## config.mk

```make
export PLATFORM = sky130hd
export DESIGN_NAME = ctrl_regs
export DESIGN_NICKNAME = d
export VERILOG_FILES = /design/src/verilog/ctrl_regs_pkg.sv /design/src/verilog/addr_stepper.sv /design/src/verilog/ctrl_regs.sv
export SDC_FILE = /design/constraint.sdc
export NUM_CORES = 1
export LEC_CHECK = 0
export ABC_AREA = 1
export BUFFER_PORTS_ARGS = -buffer_cell sky130_fd_sc_hd__buf_4
export CAP_MARGIN = 20
export CELL_PAD_IN_SITES_DETAIL_PLACEMENT = 2
export CELL_PAD_IN_SITES_GLOBAL_PLACEMENT = 2
export CORE_UTILIZATION = 26
export DETAILED_ROUTE_END_ITERATION = 8
export MAX_ROUTING_LAYER = met4
export PLACE_DENSITY_LB_ADDON = 0.1
export SLEW_MARGIN = 15
export SYNTH_ARGS = -nofsm -noshare
export SYNTH_HDL_FRONTEND = slang
export SYNTH_SLANG_ARGS = --single-unit
```

## constraint.sdc

```tcl
create_clock -name clk -period 2.1 [get_ports clk]
set_input_delay 0.105 -clock clk [delete_from_list [all_inputs] [get_ports clk]]
set_output_delay 0.105 -clock clk [all_outputs]
set_load 0.03 [all_outputs]
```

## src/verilog/ctrl_regs_pkg.sv

```systemverilog
// Package: offsets, field positions, reset values and carriers for regs 6-8
package ctrl_regs_pkg;
   // ==========================================================
   // Register offsets and widths
   localparam int unsigned DATA_W = 8;
   localparam int unsigned ADDR_W = 7;
   localparam logic [ADDR_W-1:0] OFS_PORT_OPT = 7'h06;
   localparam logic [ADDR_W-1:0] OFS_FILT_OUT = 7'h07;
   localparam logic [ADDR_W-1:0] OFS_PIN_DIR = 7'h08;
   localparam logic [ADDR_W-1:0] PAGE_LAST = 7'h7F;
   localparam logic [ADDR_W-1:0] PAGE_RESTART = 7'h08;
   localparam logic [ADDR_W-1:0] PAGE_FIRST = 7'h00;
   // ==========================================================
   // Field positions
   localparam int unsigned B_LEGACY_INC = 4;
   localparam int unsigned B_PAGE_WRAP_DIS = 3;
   localparam int unsigned B_READ_FRAME_DLY = 2;
   localparam int unsigned B_PIN_FUNC = 1;
   localparam int unsigned B_DEEMPH = 4;
   localparam int unsigned B_SOURCE_SEL = 0;
   localparam int unsigned B_PIN2_OE = 5;
   localparam int unsigned B_SILENCE_EN = 4;
   localparam int unsigned B_PIN0_OE = 3;
   // ==========================================================
   // Writable masks and reset values
   localparam logic [DATA_W-1:0] MASK_PORT_OPT = 8'h1E;
   localparam logic [DATA_W-1:0] MASK_FILT_OUT = 8'h11;
   localparam logic [DATA_W-1:0] MASK_PIN_DIR = 8'h38;
   localparam logic [DATA_W-1:0] RST_PORT_OPT = 8'h00;
   localparam logic [DATA_W-1:0] RST_FILT_OUT = 8'h00;
   localparam logic [DATA_W-1:0] RST_PIN_DIR = 8'h00;
   localparam int unsigned FRAME_DLY_FRAMES = 1;
   // Data-out pin function codes
   localparam logic [1:0] PIN_FUNC_SPI_OUT = 2'h0;
   localparam logic [1:0] PIN_FUNC_GENERAL_PIN_3 = 2'h1;

   // Control port access request
   typedef struct packed {
      logic wr;
      logic rd;
      logic [ADDR_W-1:0] addr;
      logic [DATA_W-1:0] wdata;
   } reg_req_t;

   // Decoded control outputs
   typedef struct packed {
      logic legacy_increment_mode;
      logic page_wrap_disable;
      logic read_frame_delay;
      logic [1:0] data_out_pin_function;
      logic deemphasis_enable;
      logic serial_out_source_select;
      logic pin2_output_enable;
      logic amp_silence_control_enable;
      logic pin0_output_enable;
   } ctrl_t;
endpackage : ctrl_regs_pkg
```

## src/verilog/addr_stepper.sv

```systemverilog
// Auto-increment next-address and page logic for the control port
`timescale 1ns/10ps
module addr_stepper (
   // Current location
   input wire logic nonzero_book,
   input wire logic [7:0] page,
   input wire logic [ctrl_regs_pkg::ADDR_W-1:0] addr,
   // Mode
   input wire logic page_wrap_disable,
   // Next location
   output logic [7:0] next_page,
   output logic [ctrl_regs_pkg::ADDR_W-1:0] next_addr
);
   import ctrl_regs_pkg::*;

   always_comb begin
      next_page = page;
      next_addr = addr + 7'h01;
      if (addr == PAGE_LAST) begin
         if (nonzero_book && !page_wrap_disable) begin
            next_page = page + 8'h01;
            next_addr = PAGE_RESTART;
         end else begin
            next_addr = PAGE_FIRST;
         end
      end
   end
endmodule : addr_stepper

```

## src/verilog/ctrl_regs.sv

```systemverilog
// Control-port options, filter/output select and pin direction registers
`timescale 1ns/10ps
module ctrl_regs (
   // Clock and reset
   input wire logic clk,
   input wire logic rst_n,
   // Register access from control port
   input wire ctrl_regs_pkg::reg_req_t req,
   input wire logic is_spi,
   input wire logic nonzero_book,
   input wire logic [7:0] page,
   input wire logic addr_msb,
   input wire logic [ctrl_regs_pkg::DATA_W-1:0] ext_rdata,
   output logic [ctrl_regs_pkg::DATA_W-1:0] rdata,
   output logic rvalid,
   output logic data_out_pin_oe,
   // Auto-increment result
   output logic incr_en,
   output logic [7:0] next_page,
   output logic [ctrl_regs_pkg::ADDR_W-1:0] next_addr,
   // Controls
   output ctrl_regs_pkg::ctrl_t ctrl,
   output logic general_pin_3_sel
);
   import ctrl_regs_pkg::*;

   // ==========================================================
   // Register storage
   logic [DATA_W-1:0] port_opt_r, port_opt_nxt;
   logic [DATA_W-1:0] filt_out_r, filt_out_nxt;
   logic [DATA_W-1:0] pin_dir_r, pin_dir_nxt;
   logic [DATA_W-1:0] rdata_r, rdata_nxt;
   logic rvalid_r, rvalid_nxt;
   logic dly_pend_r, dly_pend_nxt;
   logic [DATA_W-1:0] dly_data_r, dly_data_nxt;
   logic [DATA_W-1:0] local_rd;
   logic local_hit;
   logic need_dly;
   logic readout_ok;
   logic rd_taken;
   logic wr_hit;

   function automatic logic [DATA_W-1:0] masked_write(
      input logic [DATA_W-1:0] cur,
      input logic [DATA_W-1:0] wd,
      input logic [DATA_W-1:0] msk
   );
      // Reserved bits stay zero whatever the host writes
      masked_write = (wd & msk) | (cur & ~msk);
   endfunction : masked_write

   // This bank lives only in book 0, page 0; other pages belong elsewhere
   function automatic logic own_page(
      input logic nz_book,
      input logic [7:0] pg
   );
      own_page = !nz_book && (pg == 8'h00);
   endfunction : own_page

   // The three locations of this bank within its page
   function automatic logic in_bank(
      input logic [ADDR_W-1:0] a
   );
      in_bank = (a == OFS_PORT_OPT) || (a == OFS_FILT_OUT)
                || (a == OFS_PIN_DIR);
   endfunction : in_bank

   // Writes elsewhere are for other banks and leave this one untouched
   assign wr_hit = req.wr && own_page(nonzero_book, page);

   always_comb begin
      port_opt_nxt = port_opt_r;
      filt_out_nxt = filt_out_r;
      pin_dir_nxt = pin_dir_r;
      if (wr_hit) begin
         unique case (req.addr)
            OFS_PORT_OPT:
               port_opt_nxt = masked_write(port_opt_r, req.wdata,
                                           MASK_PORT_OPT);
            OFS_FILT_OUT:
               filt_out_nxt = masked_write(filt_out_r, req.wdata,
                                           MASK_FILT_OUT);
            OFS_PIN_DIR:
               pin_dir_nxt = masked_write(pin_dir_r, req.wdata,
                                          MASK_PIN_DIR);
            default: ;
         endcase
      end
   end

   // Synchronous reset: every field comes up cleared
   always_ff @(posedge clk) begin
      if (!rst_n) begin
         port_opt_r <= RST_PORT_OPT;
         filt_out_r <= RST_FILT_OUT;
         pin_dir_r <= RST_PIN_DIR;
      end else begin
         port_opt_r <= port_opt_nxt;
         filt_out_r <= filt_out_nxt;
         pin_dir_r <= pin_dir_nxt;
      end
   end

   // ==========================================================
   // Decoded controls
   // Controls come straight from the flip-flops, so they never glitch
   always_comb begin
      ctrl.legacy_increment_mode = port_opt_r[B_LEGACY_INC];
      ctrl.page_wrap_disable = port_opt_r[B_PAGE_WRAP_DIS];
      ctrl.read_frame_delay = port_opt_r[B_READ_FRAME_DLY];
      // Only the low code bit is stored, so the reserved codes can never
      // appear even if the host ignores the do-not-set rule
      ctrl.data_out_pin_function = {1'b0, port_opt_r[B_PIN_FUNC]};
      ctrl.deemphasis_enable = filt_out_r[B_DEEMPH];
      ctrl.serial_out_source_select = filt_out_r[B_SOURCE_SEL];
      ctrl.pin2_output_enable = pin_dir_r[B_PIN2_OE];
      ctrl.amp_silence_control_enable = pin_dir_r[B_SILENCE_EN];
      ctrl.pin0_output_enable = pin_dir_r[B_PIN0_OE];
   end

   assign general_pin_3_sel =
      (ctrl.data_out_pin_function == PIN_FUNC_GENERAL_PIN_3);
   assign readout_ok =
      (ctrl.data_out_pin_function == PIN_FUNC_SPI_OUT);

   // ==========================================================
   // Auto-increment
   // I2C increments unless legacy mode is set and the address MSB is clear
   // SPI always increments; the legacy choice only concerns I2C
   assign incr_en = is_spi || !ctrl.legacy_increment_mode
                    || addr_msb;

   // Next location is offered every cycle; the port decides when to use it
   addr_stepper u_step (
      .nonzero_book(nonzero_book),
      .page(page),
      .addr(req.addr),
      .page_wrap_disable(ctrl.page_wrap_disable),
      .next_page(next_page),
      .next_addr(next_addr)
   );

   // ==========================================================
   // Read path with optional one-frame delay
   // Only this bank's three locations answer from local storage
   assign local_hit = own_page(nonzero_book, page) && in_bank(req.addr);

   always_comb begin
      local_rd = ext_rdata;
      if (local_hit) begin
         unique case (req.addr)
            OFS_PORT_OPT: local_rd = port_opt_r;
            OFS_FILT_OUT: local_rd = filt_out_r;
            OFS_PIN_DIR: local_rd = pin_dir_r;
            default: local_rd = ext_rdata;
         endcase
      end
   end

   // The frame delay is kept as a one-read pipeline: each delayed read
   // returns what the previous delayed read addressed. The first one after
   // a direct read returns zero, so the host spends one dummy read there.
   assign need_dly = is_spi && (nonzero_book
                     || ctrl.read_frame_delay);

   // An SPI readout while the pin serves as general pin 3 would have no wire,
   // so the read is dropped and rdata keeps its last value
   assign rd_taken = req.rd && !(is_spi && !readout_ok);

   always_comb begin
      rdata_nxt = rdata_r;
      rvalid_nxt = 1'b0;
      dly_pend_nxt = dly_pend_r;
      dly_data_nxt = dly_data_r;
      if (rd_taken) begin
         rvalid_nxt = 1'b1;
         if (need_dly) begin
            // Frame n returns data captured at frame n-1
            rdata_nxt = dly_pend_r ? dly_data_r : 8'h00;
            dly_data_nxt = local_rd;
            dly_pend_nxt = 1'b1;
         end else begin
            rdata_nxt = local_rd;
            dly_pend_nxt = 1'b0;
         end
      end
   end

   always_ff @(posedge clk) begin
      if (!rst_n) begin
         rdata_r <= 8'h00;
         rvalid_r <= 1'b0;
         dly_pend_r <= 1'b0;
         dly_data_r <= 8'h00;
      end else begin
         rdata_r <= rdata_nxt;
         rvalid_r <= rvalid_nxt;
         dly_pend_r <= dly_pend_nxt;
         dly_data_r <= dly_data_nxt;
      end
   end

   // rdata holds until the next accepted read; rvalid pulses once
   assign rdata = rdata_r;
   assign rvalid = rvalid_r;
   // The pin drives only in SPI mode with its SPI function; as general
   // pin 3 its direction is left to the pin logic outside this bank
   assign data_out_pin_oe = is_spi && readout_ok;
endmodule : ctrl_regs

```

Yosys cells after proc, flatten, opt, wreduce, memory -nomap -nowiden:

Index checks and enable logic that the tools add are counted.

* logic and storage cells: 50
* flip-flop bits (word level): 42
* input bits: 38
* output and inout port bits: 37

* add/subtract/negate cells: 2
* equal/unequal tests: 4
* reductions and logical operators: 24
* bitwise operators: 3
* mux-type cells: 10

Operators with widths (count)
* $mux 8: 5
* $pmux 8 s3: 1
* $or 5x8->8: 2
* $eq 7x3->1 const B: 2
* $add 8x1->8 const B: 1
* $logic_and 1x1->1: 8
* $logic_not 8->1: 1
* $or 6x8->8: 1
* $reduce_and 2->1: 4
* $add 7x1->7 const B: 1
* $eq 7x4->1 const B: 1
* $eq 7x7->1 const B: 1
* $mux 7: 1
* $logic_not 1->1: 5
* $logic_or 1x1->1: 5
* $mux 4: 1
* $logic_not 2->1: 1
* $mux 1: 2

Longest topological paths before layout:

Gate-level depths: netlist (run 1).

* depth after elaboration: 6
* depth in mapped cells: 12

Hierarchy:

Synthesis (run 1) repeated with hierarchy kept, for this count alone.

* cells, all modules: 276
* area, all modules: 1759.2 sq um

By module, submodules not included
* ctrl_regs: area each 1367.6 sq um, cells each 211, instances 1, seq. area each 540.5 sq um
* addr_stepper: area each 391.6 sq um, cells each 65, instances 1, seq. area each 0.0 sq um

Least setup slack after synthesis (run 1):

OpenSTA, ideal clock, no wires.

* path kind: input to output
* start point: in req[8] (netlist bit)
* end point: out next_page[6]
* required time: 1995 ps
* buffers on the path: 1
* setup slack: 534 ps
* cell stages on the path: 7
* arrival: 1461 ps
* cells stage by stage: ha_1 nand2_2 nor3_2 and3_1 buf_6 nand4_1 xnor2_1

* longest elaborated chain between the ends: 2

Ends and longest elaborated chain
* from (decl): line ctrl_regs.sv:8 `input wire ctrl_regs_pkg::reg_req_t req,`
* $eq 7x7->1: line addr_stepper.sv:19 `if (addr == PAGE_LAST) begin`
* $mux 8: line addr_stepper.sv:19
* to (decl): line ctrl_regs.sv:19 `output logic [7:0] next_page,`

Every way passes these cells.

Worst setup path after layout (run 1):

* start point: reg port_opt_r[3]
* end point: out next_page[7]

* longest elaborated chain between the ends: 4

Ends and longest elaborated chain
* from (decl): line ctrl_regs.sv:29 `logic [DATA_W-1:0] port_opt_r, port_opt_nxt;`
* from (signal assigned): line ctrl_regs.sv:98 `port_opt_r <= port_opt_nxt;`
* $logic_not 1->1: line addr_stepper.sv:20 `if (nonzero_book && !page_wrap_disable) begin`
* $logic_and 1x1->1: line addr_stepper.sv:20
* $mux 8: line addr_stepper.sv:20
* $mux 8: line addr_stepper.sv:19

Every way passes these cells.

==> results_dict.tcl, run 1 <==
set metrics [dict create \
    nets 381 \
    place_ws_ps 309 \
    setup_viol 0 \
    synth_top_cells_by_area "dfxtp_1, inv_1, nand2_1" \
    drive_above_1_share 0.276 \
    cts-root-buf "clkbuf_8" \
    synth-edff-count 0 \
    dpl.hpwl_mm 4.37 \
    period_share 0.842 \
    fin_util 0.375 \
    endpoint_kind "primary output" \
    start_kind "flip-flop" \
    powerDensity_nw_per_um2 477 \
    grt_max_degree 16 \
    initial_core_util 0.275 \
    areaGrowthSynthToFinish_pct 36.4 \
    cp.arrival_ps 1660 \
    finClkSkew_ps 1.47 \
    p_clk_frac 0.264 \
    internal_power_mw 0.792 \
    peakVddDrop_mv 0.241 \
    clk_path_buf_depth 2 \
    syn_inst 267 \
    n_antenna_cell 0 \
    dr_total_vias 1916 \
    grt_first_pass_wirelength_mm 9.12 \
    wirelength_mm 5.43 \
    violations "DRC" \
    fmax_mhz 566 \
    final_cell_mix "buf_4, inv_1, nand2_1" \
    netlist_area_um2 1780 \
    grt_setup_unrepaired "false" \
    overflow 0 \
    maxSlewHeadroom 0.623 \
    cts.clk_slew.worst_paths_ps 90 \
    cts.htree.levels 1 \
    hp-class "in -> reg" \
    slew_violations 0 \
    place_inst 410 \
    first_pass_iters 8 \
    period_needed_ps 1770 \
    io_pins 75 \
    globalplace.congestion 0.714 \
    wire_per_inst_um 13.1 \
    ys_seq_area_frac 0.304 \
    syn_nets 310 \
    ant_nets 0 \
    cts-buffers-inserted 3 \
    insertion_delay_ps 270 \
    ys_seq_elements 27 \
    io_buffers 71 \
    power_mw 1.15 \
    avgSynthCellArea_um2 6.65 \
    placed_area_um2 2380 \
    drtIter0Drc 45 \
    layout_commonest_cell "buf_4" \
    holdBufCountCts 0 \
    drc_errors 3 \
    fp.dieW_um 84.6 \
    power_switching_mw 0.363 \
    holdWs_ps 99.3 \
    ys.warnings.count 0 \
    clock-sinks 27 \
    cts-resized-gates 0 \
    final_cells 414 \
    cp_max_fo 8 \
    timing.final.ws_setup_ps 332 \
    worst_slew_pin_slew_ps 561 \
    async_reset_ff_frac 0 \
    leakage_nw 1.26 \
    coreArea_um2 6460 \
    cts_setup_buffers 0 \
    ys.flop_type "dfxtp_1" \
    swShare 0.314 \
    path_class "reg -> out" \
    fp-row-count 29 \
    die_y_um 84.6 \
    hold_viol 0 \
    antenna_found_initial 0 \
    comb_power_share 0.267 \
    grt_util_all_layers 0.163 \
    maxCapViolations 0 \
    dieArea_um2 7160 \
    finalInstanceArea_um2 2420 \
    grt_pass1_vias 1982 \
    ys_types 32 \
    tns_ps 0 \
    synth_top_cell_by_area "dfxtp_1" \
    via_per_inst 4.63 \
    synth_top_area_share 0.304 \
    critPathRequiredTime_ps 2000 \
    status "finished, violations left" \
    cts_tree "yes" \
    p_seq_frac 0.470 \
]
cells in the mapped netlist (2+ instances only):
library cell,n
o21ai_0,16
nand2_4,2
inv_1,44
a21oi_1,21
nand2_2,2
nor2_1,40
a21o_1,2
buf_2,2
nor2_2,2
nor3_1,2
dfxtp_1,27
inv_2,2
nand2_1,44
xor2_1,8
buf_4,3
clkbuf_1,2
a211oi_1,9
nor2_4,2
nand3_1,16
ha_1,5
nand4_1,3
nand3_2,3
state kept, by name, summed over array words and instances, names as in the netlist:
name,cells
rdata,8
dly_data_r,8
filt_out_r,2
rvalid,1
port_opt_r,4
pin_dir_r,3
dly_pend_r,1
power groups by stage:
stage                     clock [mW]  sequential, mW  combinational [mW]
after floorplan                    0           0.576               0.147
after global placement             0           0.553               0.306
after detailed placement           0           0.554               0.311
after CTS                      0.316           0.543               0.313
after global routing           0.337           0.545               0.339
final                          0.305           0.542               0.308
layer usage:
layer	part of all wire	vias to the layer above	global-route usage	wire, um
met4	0.0039	0	0.0185	21
met2	0.48	40	0.284	2600
li1	-	982	-	-
met1	0.48	892	0.202	2590
met3	0.039	2	0.0315	212
met5	0	-	-	0
final timing paths:
path,start,to,slack [ps],cells past startpoint
hold / removal,ext_rdata[6],dly_data_r[6]$_SDFFE_PN0P_,100,3
setup / recovery,port_opt_r[3]$_SDFFE_PN0P_,next_page[7],330,8
setup reg to reg,port_opt_r[1]$_SDFFE_PN0P_,dly_data_r[1]$_SDFFE_PN0P_,400,7
hold reg to reg,pin_dir_r[3]$_SDFFE_PN0P_,pin_dir_r[3]$_SDFFE_PN0P_,480,2
area by class of cell:
class	count	area, um2
Sequential cell	27	541
Clock buffer	4	45.0
Multi-Input combinational cell	186	1010
Fill cell	809	4040
Tap cell	77	96.3
Timing Repair Buffer	74	556
Inverter	46	173
logic make-up (layout without fill, tap and decap cells):
family,after synthesis,count (layout),share of synthesized area
simple gates,121,121,0.323
buf+inv,54,124,0.126
compound gates,49,49,0.155
flops,27,27,0.304
xor+xnor,10,10,0.0536
fa+ha+maj,5,5,0.0352
other cells,1,1,0.00211
worst max-delay path, stage by stage, from the launching register on:
cell and delay, ps:
dfxtp_1 350, nor2_1 100, and3_1 370, nand2_4 120, nor2_8 120, nand2_1 60
nand2_1 60, nand2_1 50, buf_4 160
Note: power is estimated with default switching activity, not from simulation.
==> inputs of run 2 (changes only) <==
--- a/config.mk
+++ b/config.mk
@@ -10,7 +10,7 @@
 export CAP_MARGIN = 20
 export CELL_PAD_IN_SITES_DETAIL_PLACEMENT = 2
 export CELL_PAD_IN_SITES_GLOBAL_PLACEMENT = 2
-export CORE_UTILIZATION = 26
+export CORE_UTILIZATION = 22
 export DETAILED_ROUTE_END_ITERATION = 8
 export MAX_ROUTING_LAYER = met4
 export PLACE_DENSITY_LB_ADDON = 0.1
==> constraint.sdc (replaced) <==
create_clock -name clk -period 1.45 [get_ports clk]
set_input_delay 0.0725 -clock clk [delete_from_list [all_inputs] [get_ports clk]]
set_output_delay 0.0725 -clock clk [all_outputs]
set_load 0.03 [all_outputs]
==> run 2 against run 1 <==
Against the previous run: the run ends with setup timing left; worst setup slack got worse by 380 ps; routed wire length rose by 8.6%; clock-buffer cell count fell by 1; power rose by 50%; die area rose by 18%; clock power rose by 52%; cell area rose by 9.6%; critical path depth fell by 1; first-iteration DRC count fell by 44%; register-to-register slack got worse by 270 ps; critical path type unchanged; critical endpoint is now next_page[4]; largest cell class unchanged; highest routed layer unchanged.
==> results_dict.tcl, run 2 (synthesis gave the netlist of run 1 again) <==
set metrics [dict create \
    status "finished, violations left" \
    violations "setup timing" \
    layout_commonest_cell "buf_4" \
    areaGrowthSynthToFinish_pct 49.4 \
    setup_viol 3 \
    cts_tree "yes" \
    wire_per_inst_um 12.9 \
    cp.arrival_ps 1420 \
    min_from "ext_rdata[6]" \
    regToRegSetupSlack_ps 130 \
    endpoint_kind "primary output" \
    hp-class "in -> reg" \
    critPathRequiredTime_ps 1380 \
    slew_violations 0 \
    drive_above_1_share 0.343 \
    fin_util 0.341 \
    coreArea_um2 7770 \
    timing.final.ws_setup_ps -46.7 \
    initial_core_util 0.229 \
    cts.htree.levels 1 \
    r2r-start "port_opt_r[1]$_SDFFE_PN0P_" \
    crit_chain "nor2_2, and3_4, buf_4, nand2_2, xor2_1, inv_1, buf_6" \
    first_pass_iters 4 \
    io_pins 75 \
    final_cell_mix "buf_4, inv_1, nand2_1" \
    drtIter0Drc 25 \
    holdWs_ps 47.2 \
    final_cells 458 \
    slowest_delay_ps 340 \
    io_buffers 71 \
    nets 400 \
    power_mw 1.73 \
    insertion_delay_ps 280 \
    cpMaxStageDelayCell "dfxtp_2" \
    clk_path_buf_depth 2 \
    hold_viol 0 \
    leakage_nw 1.37 \
    powerDensity_nw_per_um2 652 \
    hold_depth 3 \
    period_share 1.03 \
    clock-sinks 27 \
    drc_errors 0 \
    overflow 0 \
    start_kind "flip-flop" \
    top_layer_used "met4" \
    wl_met2_mm 2.85 \
    fp-row-count 32 \
    period_needed_ps 1500 \
    antenna_found_initial 0 \
    ant_nets 0 \
    r2r-end "dly_data_r[1]$_SDFFE_PN0P_" \
    grt_first_pass_wirelength_mm 9.80 \
    n_antenna_cell 0 \
    die_y_um 91.8 \
    dpl.hpwl_mm 4.89 \
    cts-root-buf "clkbuf_8" \
    dr_total_vias 2011 \
    dieArea_um2 8430 \
    worstHoldEndpoint "dly_data_r[6]$_SDFFE_PN0P_" \
    fillers 961 \
    grt_util_all_layers 0.150 \
    fp.dieW_um 91.8 \
    finClkSkew_ps 10.1 \
    worst_slew_pin_slew_ps 550 \
    path_class "reg -> out" \
    timing.reg2reg.worst_path_depth 8 \
    peakVddDrop_mv 0.286 \
    via_per_inst 4.39 \
    fmax_mhz 668 \
    grt_max_degree 17 \
    cts-buffers-inserted 3 \
    place_inst 453 \
    grt_setup_unrepaired "true" \
    maxSlewHeadroom 0.633 \
    routed-wl-met3_um 202 \
    cp_max_fo 5 \
    wirelength_mm 5.89 \
    globalplace.congestion 0.732 \
    met1_length_mm 2.82 \
    cts.clk_slew.worst_paths_ps 110 \
    maxCapViolations 0 \
    grt_pass1_vias 2081 \
]
-- run 2: changes by cell type in the layout (fill, tap and decap cells not counted), sizes merged --
| cell | before | now |
|---|---|---|
| clkinvlp | 0 | 1 |
| clkbuf | 4 | 3 |
| buf | 74 | 93 |
-- run 2: stage by stage --
| stage | setup WS (ps) | cell area, um2 | TNS, ps |
|---|---|---|---|
| 5_1_grt | -147 | 2650 | -791 |
| 6_report | -46.7 | 2650 | -113 |
| 2_1_floorplan | 35.8 | 1790 | 0 |
| 3_5_place_dp | -118 | 2550 | -682 |
| 3_3_place_gp | -87.4 | 2550 | -388 |
| 4_1_cts | -96.9 | 2610 | -322 |
-- run 2: repair_timing --
item                       in CTS  in global routing
setup buffers                   0                  1
hold buffers                    0                  0
setup endpoints to repair       9                 17
gates resized for setup         3                 12
pin swaps                       1                  5
-- run 2: worst max-delay path by stage --
stage / end / startpoint / cells after the start
after detailed placement: next_page[7] / req[8] / 11
after global routing: next_page[4] / port_opt_r[3]$_SDFFE_PN0P_ / 7
after CTS: next_page[7] / port_opt_r[3]$_SDFFE_PN0P_ / 8
after global placement: next_page[7] / req[8] / 11
after floorplan: next_page[2] / req[8] / 7
final: next_page[4] / port_opt_r[3]$_SDFFE_PN0P_ / 7
-- run 2: per-layer routing --
metal	vias up	track usage
met3	2	0.0257
li1	1018	-
met2	38	0.255
met5	-	-
met4	0	0.0195
met1	953	0.191
-- run 2: power by group --
| group | internal (mW) | switching, mW |
|---|---|---|
| Clock | 0.196 | 0.269 |
| Sequential | 0.770 | 0.0145 |
| Combinational | 0.203 | 0.278 |
-- run 2: layout make-up --
class / count / area (um2) / share of cell area
multi-input cells: 186 / 1040 / 0.392
clock inverters: 1 / 7.51 / 0.00283
clock buffers: 3 / 41.3 / 0.0156
inverters: 46 / 173 / 0.0651
repair buffers: 93 / 717 / 0.270
well taps: 102 / 128 / 0.0481
flip-flops and latches: 27 / 547 / 0.206
-- run 2: critical path, delay by kind of cell (launching register included) --
family,cells,cell delay [ps]
flip-flops,1,340
AND/OR/NAND/NOR,3,340
buffers and inverters,3,310
XOR/XNOR,1,150
